===== src/dpc_map.svh =====
`ifndef DPC_MAP_SVH
`define DPC_MAP_SVH

// ************************************************************
// Bank selection
// ************************************************************
`define DPC_BANK_SEL_ADDR 8'hFD
`define DPC_BANK_CONTROL 8'hC0

// ************************************************************
// Control register offsets
// ************************************************************
`define DPC_STILL_IMAGE_SELECT 8'h00
`define DPC_ANIMATION_START 8'h01
`define DPC_ANIMATION_OPTIONS 8'h02
`define DPC_FRAME_TIME_SCROLL 8'h03
`define DPC_DISPLAY_OPTION 8'h04
`define DPC_LAST_LOW 8'h0B
`define DPC_INT_STATUS 8'h0E
`define DPC_DEV_STATUS 8'h0F
`define DPC_OPEN_FIRST 8'h20
`define DPC_OPEN_LAST 8'h37

// ************************************************************
// Field positions and reset values
// ************************************************************
`define DPC_BIT_BLINK 7
`define DPC_BIT_SHOW 6
`define DPC_BIT_END_LAST 6
`define DPC_BIT_SCROLL 4
`define DPC_REG_RESET 8'h00
`define DPC_DISPLAY_RESET 8'h20
`define DPC_LOOPS_ENDLESS 3'h7

// ************************************************************
// Timing
// ************************************************************
`define DPC_CLK_HZ 25000000
`define DPC_FRAME_STEP_US 32500
`define DPC_FRAME_STEP_CYC ((`DPC_CLK_HZ / 1000) * `DPC_FRAME_STEP_US / 1000)

`endif


===== src/dpc_pkg.sv =====
package dpc_pkg;
    // Playback source chosen by the control bank.
    typedef enum logic [1:0] {
        DPC_SHOW_NONE = 2'b00,
        DPC_SHOW_STILL = 2'b01,
        DPC_SHOW_ANIM = 2'b10
    } dpc_show_t;
endpackage

===== src/dpc_control_bank.sv =====
`timescale 1ns/10ps
`include "dpc_map.svh"
// Summary of operation
// - Fourteen control registers, 8-bit address word.
// - Bank 192 written at 253 selects control.
// - Decode 0x00-0x0B, 0x0E, 0x0F, 0x20-0x37; this block decodes only 0x00-0x04, the rest read zero.
// - Three playback registers reset to zero.
// - Still bit 7 blinks all LEDs.
// - Still bit 6 shows stored frame.
// - Still bits 5:0 give frame index.
// - Animation wins over still image.
// - Animation bit 7 blinks during playback.
// - Animation bit 6 starts playback.
// - Animation bits 5:0 give first frame.
// - Options bit 7 set disables all blinking.
// - Options bit 6 picks animation end frame.
// - Options bits 5:0 give frames minus one.
// - Four-bit delay, 32.5 ms per step.
// - Repeat field 1-6, 7 endless, 0 invalid.
// - Scroll bit scrolls during animation.
module dpc_control_bank
    import dpc_pkg::*;
#(
    parameter int FRAME_STEP_CYC = `DPC_FRAME_STEP_CYC
) (
    // Clock and reset.
    input wire logic i_mclk,
    input wire logic i_srst,
    // Decoded serial register access.
    input wire logic i_wr,
    input wire logic i_rd,
    input wire logic [7:0] i_addr,
    input wire logic [7:0] i_wdata,
    output logic [7:0] o_rdata,
    output logic o_rvalid,
    // Playback outputs to the scan engine.
    output dpc_pkg::dpc_show_t o_show,
    output logic [5:0] o_frame,
    output logic o_blink,
    output logic o_scroll,
    output logic o_end_last,
    output logic o_frame_tick,
    output logic o_anim_done
);
    import dpc_pkg::*;

    // ************************************************************
    // Storage
    // ************************************************************
    logic control_sel; // High once the control bank is selected.
    logic [7:0] still_image_select;
    logic [7:0] animation_start;
    logic [7:0] animation_options;
    logic [7:0] frame_time_scroll; // Delay and scroll bits kept locally.
    logic [7:0] display_option; // Loop count kept locally.
    logic [5:0] frame_ofs; // Offset of current frame from the first.
    logic [2:0] loop_cnt; // Loops completed.
    logic [23:0] tick_cnt; // Cycles within one frame step.
    logic [3:0] step_cnt; // Frame steps elapsed.
    logic done; // Animation finished its loops.
    logic anim_prev; // Start bit last cycle, for start detection.

    // ************************************************************
    // Decode
    // ************************************************************
    // Bank writes are recognised in any bank so the host can always switch.
    // bank select
    wire bank_wr = i_wr && (i_addr == `DPC_BANK_SEL_ADDR);
    wire ctl_wr = i_wr && control_sel && !bank_wr;
    wire wr_still = ctl_wr && (i_addr == `DPC_STILL_IMAGE_SELECT);
    wire wr_anim = ctl_wr && (i_addr == `DPC_ANIMATION_START);
    wire wr_opts = ctl_wr && (i_addr == `DPC_ANIMATION_OPTIONS);
    wire wr_fts = ctl_wr && (i_addr == `DPC_FRAME_TIME_SCROLL);
    wire wr_disp = ctl_wr && (i_addr == `DPC_DISPLAY_OPTION);

    // Only the playback registers and the two local timing registers answer here.
    // Every other control address reads as zero from this block.
    // decoded map
    wire [7:0] rd_mux =
        !control_sel ? `DPC_REG_RESET :
        (i_addr == `DPC_STILL_IMAGE_SELECT) ? still_image_select :
        (i_addr == `DPC_ANIMATION_START) ? animation_start :
        (i_addr == `DPC_ANIMATION_OPTIONS) ? animation_options :
        (i_addr == `DPC_FRAME_TIME_SCROLL) ? frame_time_scroll :
        (i_addr == `DPC_DISPLAY_OPTION) ? display_option :
        `DPC_REG_RESET;

    // ************************************************************
    // Playback selection
    // ************************************************************
    // animation start
    wire anim_on = animation_start[`DPC_BIT_SHOW];
    wire still_on = still_image_select[`DPC_BIT_SHOW];
    wire dpc_show_t next_show = anim_on ? DPC_SHOW_ANIM : (still_on ? DPC_SHOW_STILL : DPC_SHOW_NONE);
    // first frame plus offset; still frame index.
    wire [5:0] next_frame = anim_on ? (animation_start[5:0] + frame_ofs) : still_image_select[5:0];
    wire next_blink = !animation_options[`DPC_BIT_BLINK] && (anim_on ? animation_start[`DPC_BIT_BLINK] :
        (still_on && still_image_select[`DPC_BIT_BLINK]));
    wire next_scroll = anim_on && frame_time_scroll[`DPC_BIT_SCROLL];

    // ************************************************************
    // Frame timing
    // ************************************************************
    // The step counter is 24 bits, enough for the default step at this clock.
    // A much faster clock would need it widened together with the parameter.
    // frame step counting
    wire step_end = (tick_cnt == 24'(FRAME_STEP_CYC - 1));
    // A zero delay holds each frame for a single step.
    wire [3:0] delay = (frame_time_scroll[3:0] == 4'h0) ? 4'h1 : frame_time_scroll[3:0];
    wire frame_end = step_end && (step_cnt == delay - 4'h1);
    wire last_frame = (frame_ofs == animation_options[5:0]);
    // A loop count of zero is not a legal setting; it is treated as one loop.
    // In endless mode the loop counter wraps; a finite count stops at a loop end.
    // loop limit, endless never ends
    wire [2:0] loops = display_option[7:5];
    wire endless = (loops == `DPC_LOOPS_ENDLESS);
    wire last_loop = !endless && ((loop_cnt + 3'h1) >= loops);
    wire running = anim_on && !done;
    wire start = anim_on && !anim_prev;

    // ************************************************************
    // Register writes and bank state
    // ************************************************************
    // Only the bank-select write is honoured while another bank is selected,
    // so a stray write can never land in a playback register.
    // reset to zero, display option to 0x20; hold last write.
    always_ff @(posedge i_mclk) begin
        if (i_srst) begin
            control_sel <= 1'b0;
            still_image_select <= `DPC_REG_RESET;
            animation_start <= `DPC_REG_RESET;
            animation_options <= `DPC_REG_RESET;
            frame_time_scroll <= `DPC_REG_RESET;
            display_option <= `DPC_DISPLAY_RESET;
        end else begin
            if (bank_wr) begin
                control_sel <= (i_wdata == `DPC_BANK_CONTROL);
            end
            if (wr_still) begin
                still_image_select <= i_wdata;
            end
            if (wr_anim) begin
                animation_start <= i_wdata;
            end
            if (wr_opts) begin
                animation_options <= i_wdata;
            end
            if (wr_fts) begin
                frame_time_scroll <= i_wdata;
            end
            if (wr_disp) begin
                display_option <= i_wdata;
            end
        end
    end

    // ************************************************************
    // Playback sequencer
    // ************************************************************
    // Counts cycles into frame steps, steps into frames and frames into loops.
    // Clearing the start bit and setting it again restarts from the first frame.
    // A finished animation freezes here until the start bit is toggled; the
    // trade-off is that no counter runs while nothing is playing.
    always_ff @(posedge i_mclk) begin
        if (i_srst || !anim_on || start) begin
            tick_cnt <= 24'h000000;
            step_cnt <= 4'h0;
            frame_ofs <= 6'h00;
            loop_cnt <= 3'h0;
            done <= 1'b0;
        end else if (running) begin
            tick_cnt <= step_end ? 24'h000000 : tick_cnt + 24'h000001;
            if (step_end) begin
                step_cnt <= frame_end ? 4'h0 : step_cnt + 4'h1;
            end
            if (frame_end && last_frame) begin
                loop_cnt <= loop_cnt + 3'h1;
                done <= last_loop;
                // stop on last or first frame
                frame_ofs <= (last_loop && animation_options[`DPC_BIT_END_LAST]) ? frame_ofs : 6'h00;
            end else if (frame_end) begin
                frame_ofs <= frame_ofs + 6'h01;
            end
        end
    end

    // ************************************************************
    // Registered outputs
    // ************************************************************
    // Every output leaves a flip-flop, so the scan engine sees playback state
    // one cycle after the register that causes it; reads answer one cycle
    // after the strobe and the data then holds until the next read.
    always_ff @(posedge i_mclk) begin
        if (i_srst) begin
            anim_prev <= 1'b0;
            o_rdata <= 8'h00;
            o_rvalid <= 1'b0;
            o_show <= DPC_SHOW_NONE;
            o_frame <= 6'h00;
            o_blink <= 1'b0;
            o_scroll <= 1'b0;
            o_end_last <= 1'b0;
            o_frame_tick <= 1'b0;
            o_anim_done <= 1'b0;
        end else begin
            anim_prev <= anim_on;
            o_rdata <= i_rd ? rd_mux : o_rdata;
            o_rvalid <= i_rd;
            o_show <= next_show;
            o_frame <= next_frame;
            o_blink <= next_blink;
            o_scroll <= next_scroll;
            o_end_last <= animation_options[`DPC_BIT_END_LAST];
            o_frame_tick <= running && frame_end;
            o_anim_done <= done;
        end
    end
endmodule // dpc_control_bank


===== config.mk =====
export PLATFORM = sky130hd
export DESIGN_NAME = dpc_control_bank
export DESIGN_NICKNAME = d
export VERILOG_FILES = /design/src/dpc_pkg.sv /design/src/dpc_control_bank.sv
export VERILOG_INCLUDE_DIRS = /design/src
export SDC_FILE = /design/constraint.sdc
export NUM_CORES = 1
export LEC_CHECK = 0
export ABC_AREA = 1
export BUFFER_PORTS_ARGS = -buffer_cell sky130_fd_sc_hd__buf_4
export CAP_MARGIN = 10
export CORE_MARGIN = 4
export CORE_UTILIZATION = 45
export CTS_CLUSTER_DIAMETER = 40
export CTS_CLUSTER_SIZE = 30
export DETAILED_ROUTE_END_ITERATION = 8
export PLACE_DENSITY = 0.73
export SYNTH_ARGS = -nofsm -noshare
export SYNTH_HDL_FRONTEND = slang
export SYNTH_SLANG_ARGS = --single-unit

===== constraint.sdc =====
create_clock -name i_mclk -period 2.3 [get_ports i_mclk]
set_input_delay 0.115 -clock i_mclk [delete_from_list [all_inputs] [get_ports i_mclk]]
set_output_delay 0.115 -clock i_mclk [all_outputs]
set_load 0.005 [all_outputs]

# [Word-level counts from Yosys, hierarchy flattened]
# Index checks and enable logic that the tools add are counted.
[word_totals] register_bits=102 inputBits=20 wordCells=89
[classes] n_addsub=6 n_lt_le_gt_ge=1 n_eq_ne=11 n_mux=16 n_reduce_logical=33
[op_table] cell="8-bit two-way mux" count=6
[op_table] cell="24-bit by 1-bit adder with 24-bit output, second input constant" count=1
[op_table] cell="24-bit by 20-bit == test with 1-bit output, second input constant" count=1
[op_table] cell="24-bit two-way mux" count=1
[op_table] cell="6-bit two-way mux" count=4
[op_table] cell="1-bit logical AND" count=18
[op_table] cell="8-bit by 2-bit == test with 1-bit output, second input constant" count=2
[op_table] cell="8-bit == test, second input constant" count=2
[op_table] cell="8-bit by 1-bit == test with 1-bit output, second input constant" count=1
[op_table] cell="8-bit by 3-bit == test with 1-bit output, second input constant" count=1
[op_table] cell="8-bit logical NOT" count=1
[op_table] cell="4-bit two-way mux" count=2
[op_table] cell="6-bit by 1-bit adder with 6-bit output, second input constant" count=1
[op_table] cell="6-bit adder" count=1
[op_table] cell="6-bit == test" count=1
[op_table] cell="1-bit logical NOT" count=6
[op_table] cell="4-bit by 1-bit adder with 4-bit output, second input constant" count=1
[op_table] cell="4-bit == test" count=1
[op_table] cell="4-bit logical NOT" count=1
[op_table] cell="2-bit AND reduction" count=2
[op_table] cell="4-bit by 1-bit subtractor with 4-bit output, second input constant" count=1
[op_table] cell="3-bit by 1-bit adder with 3-bit output, second input constant" count=1
[op_table] cell="3-bit == test, second input constant" count=1
[op_table] cell="3-bit >= comparator" count=1
[op_table] cell="7 further kinds" count=9

# [Longest topological paths before layout]
[depth] ltp_word=8 ltp_mapped=18 ltp_nobuf=18

# [Least setup slack after synthesis]
# No wires, ideal clock.
[synth_path] path_type="register -> register" start="register frame_time_scroll[1]" end="register frame_ofs[2]" setup_ns=0.117 t_arrival_ns=1.867 t_required_ns=2.183 setup_slack_ns=0.316 stages_incl_launch_ff=14 cell_sequence="dfxtp_1 nor2_1 nand2_1 nand2_1 inv_1 ha_1 xor2_1 nand3_1 nor2_1 nand3_2 inv_1 nand2_1 o21ai_2 nor2_1"
[synth_via] elab_chain_cells=8 word_cells_on_any_way=10 classes_between="add/sub: 1; eq/ne: 2; mux: 2; reduce/logical: 5"
[synth_rtl] element="start, declared" line="dpc_control_bank.sv:54" text="logic [7:0] frame_time_scroll;"
[synth_rtl] element="start signal, assigned" line="dpc_control_bank.sv:133" text="frame_time_scroll <= `DPC_REG_RESET;"
[synth_rtl] element="start signal, assigned" line="dpc_control_bank.sv:149" text="frame_time_scroll <= i_wdata;"
[synth_rtl] element="4-bit logical NOT" line="dpc_control_bank.sv:109" text="wire [3:0] delay = (frame_time_scroll[3:0] == 4'h0) ? 4'h1 : frame_time_scroll[3:0];"
[synth_rtl] element="4-bit two-way mux (*)" line="dpc_control_bank.sv:109"
[synth_rtl] element="4-bit by 1-bit subtractor with 4-bit output (*)" line="dpc_control_bank.sv:110" text="wire frame_end = step_end && (step_cnt == delay - 4'h1);"
[synth_rtl] element="4-bit == test (*)" line="dpc_control_bank.sv:110"
[synth_rtl] element="1-bit logical AND (*)" line="dpc_control_bank.sv:110"
[synth_rtl] element="1-bit logical AND" line="dpc_control_bank.sv:176" text="if (frame_end && last_frame) begin"
[synth_rtl] element="2-bit != test (no source line) / 2-bit nonzero test (equally long branches)"
[synth_rtl] element="3-bit AND reduction (no source line)"
[synth_rtl] element="end signal, assigned" line="dpc_control_bank.sv:180" text="frame_ofs <= (last_loop && animation_options[`DPC_BIT_END_LAST]) ? frame_ofs : 6'h00;"
[synth_rtl] element="end signal, assigned" line="dpc_control_bank.sv:182" text="frame_ofs <= frame_ofs + 6'h01;"
[synth_rtl] element="end, declared" line="dpc_control_bank.sv:56" text="logic [5:0] frame_ofs;"
# Mark *: on every way between the ends. The rest lies on a longest branch, timed or not.
# A chain may end at the register's enable or synchronous reset.

# [Worst setup path in the final report]
# Same ends and word-level chain as after synthesis.

==> results.yml <==
outcome:
  outcome: "finished clean"
timing:
  fmaxAchievable_mhz: 465
  fin_ws_ns: 0.148
  period_share_pct: 93.5
  hold_viol_final: 0
  finalCriticalPeriod_ns: 2.15
  fin_worst_skew_ns: 0.0140
  tightest_slew_ns: 0.470
  slew_headroom_pct: 68.7
  drv_slew: 0
  setup_violations: 0
global_routing:
  antenna_found_initial: 0
  grt_overflow: 0
  use_met1_pct: 29.6
  grt_pass1_vias: 4395
  top_usage_layer: "met1"
  met2_usage_pct: 29.5
  use_met3_pct: 4.04
  grt_first_pass_wirelength_mm: 21.4
  grt_max_degree: 44
  grt_usage_pct: 20.0
clock_network:
  cts_buffers: 9
  cts_buffer_depth: 2
  postCtsSetupBuffers: 0
  root_buffer: "clkbuf_16"
  cts_tree: "done"
  h-tree-depth: 3
  cts.sinks: 101
  clk_latency_ns: 0.35
  path_clk_slew_ns: 0.08
pwr:
  power_mw: 3.34
  ir_drop_mv: 0.446
  power_switching_mw: 0.798
  leakage_nw: 2.52
  clkPwrFrac_pct: 44.8
  pwr-share-comb_pct: 2.9
  switching_share_pct: 23.9
  p_int_mw: 2.54
  power_frac_seq_pct: 52.3
  power.density_nw_per_um2: 549
setup_path:
  critPathRequiredTime_ns: 2.54
  reg2reg_from: "frame_time_scroll[1]"
  r2r_slack_ns: 0.15
  crit_path_start: "frame_time_scroll[1]"
  worstSetupPathType: "flip-flop to flip-flop"
  reg2regPathDepth: 13
  cp-end-kind: "flip-flop"
  critPathLaunchType: "flip-flop"
  cp-endpoint: "frame_ofs[2]"
  worstReg2RegEnd: "frame_ofs[2]"
  cp.arrival_ns: 2.40
  worst-path-max-fanout: 6
routing:
  drtPass1Iterations: 5
  vias_per_cell: 5.23
  wl_mm: 13.0
  drtIter0Drc: 412
  drt.antenna.violating_nets: 0
  post_drt_wl_per_cell_um: 13.7
  drc_errors: 0
  vias: 4970
yosys:
  synth_top_cell_area_share_pct: 38.4
  synthCells: 755
  ys.flop_type: "dfxtp_1"
  synth_cell_types: 45
  synth-async-reset-ratio_pct: 0
  yosys-top-cells-area: "dfxtp_1 (38%), nand2_1 (12%), nor2_1 (7.2%)"
  synth_top_area_cell: "dfxtp_1"
  syn_avg_cell_area_um2: 6.98
  synth_area_um2: 5270
  ys_ff_latch: 101
  syn_nets: 789
  synth_seq_area_share_pct: 38.4
  synth_edf_count: 0
  synth_warnings: 0
finish:
  finalNetCount: 837
  fillers: 1127
  area_delta_synth_final_pct: 15.6
  n_antenna_cell: 0
  final_layout_size_suffix_gt1_share_pct: 14.4
  multi_input_area_um2: 2850
  stdcell_area_um2: 6090
  final-seq-area_um2: 2020
placed_design:
  place_area_um2: 5760
  dp_slack_ns: 0.0653
  dp_hpwl_mm: 9.85
  gp_congestion: 0.853
  portBuffers: 41
floorplanning:
  coreArea_um2: 11400
  dieHeight_um: 116
  row_count: 39
  die_w_um: 116
  dieArea_um2: 13500
  ioPinCount: 42
  initial_utilization_pct: 46.1
min_path:
  hold_class: "input port to flip-flop"
run:
  cap_violations: 0
per-stage QoR:
stage / TNS, ns / cells / hold slack (ns) / util [%]
final: 0 / 951 / 0.0501 / 53.3
after global routing: -0.0936 / 951 / 0.0603 / 53.3
after CTS: 0 / 951 / 0.0413 / 53.1
after detailed placement: 0 / 934 / 0.350 / 50.4
after global placement: 0 / 934 / 0.355 / 50.4
after floorplan: 0 / 755 / 0.241 / -
power groups by stage:
| stage | Clock, mW | Combinational [mW] | Sequential, mW |
|---|---|---|---|
| after CTS | 1.53 | 0.0964 | 1.75 |
| after global routing | 1.60 | 0.105 | 1.75 |
| after global placement | 0 | 0.0949 | 1.79 |
| after floorplan | 0 | 0.0398 | 1.79 |
| final | 1.50 | 0.0974 | 1.75 |
| after detailed placement | 0 | 0.0948 | 1.79 |
worst max-delay path: stages, from the launching register on:
cell and delay (ns):
dfxtp_1 0.34, nor2_2 0.12, nand2_1 0.07, nand2_1 0.08
inv_1 0.07, ha_4 0.27, xor2_2 0.19, nand3_1 0.13
nor2_2 0.18, nand3_2 0.16, inv_2 0.09, nand2_2 0.09
o21ai_2 0.20, nor2_1 0.06
cell usage in the layout, fill, tap and decap left out, types with 5 or more instances in the layout:
master,netlist,routed
a21oi_1,64,64
xor2_1,10,9
ha_1,13,12
o21ai_0,23,21
o21ai_1,6,8
inv_2,12,13
dfxtp_1,101,101
nand3_1,71,71
nor2_1,101,99
buf_4,2,52
nor2_2,3,5
nand2_1,173,172
nor2_4,6,6
o211ai_1,6,6
inv_1,77,76
clkbuf_16,0,9
nor3_1,11,11
nand2_2,4,5
xnor2_1,5,5
nand4_1,12,12
sequential cells by signal (all words and copies together), names as in the netlist, 2 cells and up:
| signal | cells |
|---|---|
| animation_options | 8 |
| animation_start | 8 |
| display_option | 8 |
| frame_ofs | 6 |
| frame_time_scroll | 8 |
| loop_cnt | 3 |
| o_frame | 6 |
| o_rdata | 8 |
| o_show | 2 |
| step_cnt | 4 |
| still_image_select | 8 |
| tick_cnt | 24 |
synth_stat cells (3+ instances only):
cell type	count
nand2_1	173
dfxtp_1	101
nor2_1	101
inv_1	77
nand3_1	71
a21oi_1	64
o21ai_0	23
ha_1	13
inv_2	12
nand4_1	12
nor3_1	11
xor2_1	10
buf_2	6
clkbuf_1	6
nor2_4	6
o211ai_1	6
o21ai_1	6
xnor2_1	5
nand2_2	4
nor3_2	4
nor4_1	4
a211oi_1	3
a221oi_1	3
nor2_2	3
o22ai_1	3
kinds of logic after synthesis:
logic type	share of synthesized area (%)
and+or+nand+nor	35.9
AOI/OAI and AO/OA	11.7
buffers and inverters	8.05
DFF	38.4
xor gates and xnor gates	2.49
adders and majority gates	3.47
area by class of cell:
| cell class | instances | area share [%] |
|---|---|---|
| Clock buffer | 9 | 3.70 |
| Clock inverter | 7 | 1.17 |
| Inverter | 91 | 5.61 |
| Multi-Input combinational cell | 547 | 46.8 |
| Sequential cell | 101 | 33.2 |
| Tap cell | 143 | 2.94 |
| Timing Repair Buffer | 53 | 6.57 |
metal layers:
layer / up-vias / part of all wire [%]
met5: - / 0
met4: 0 / 1.2
met3: 13 / 6.2
met2: 131 / 43
met1: 2264 / 50
li1: 2562 / -
how the worst min path moves through the flow:
| stage | from | end | slack [ns] | cells past startpoint |
|---|---|---|---|---|
| 3_3_place_gp | i_srst | o_show[1] | 0.36 | 2 |
| 3_5_place_dp | i_srst | o_show[1] | 0.35 | 2 |
| 2_1_floorplan | i_wdata[5] | display_option[5] | 0.24 | 2 |
| 4_1_cts | i_wdata[4] | frame_time_scroll[4] | 0.04 | 3 |
| 6_report | i_wdata[4] | animation_start[4] | 0.05 | 3 |
| 5_1_grt | i_wdata[4] | animation_start[4] | 0.06 | 3 |
timing repair:
action | CTS | global route
hold buffers | 1 | 0
hold endpoints to repair | 1 | 0
gates resized for setup | 0 | 8
setup endpoints to repair | 0 | 9
Power figures use the tool's default switching activity.
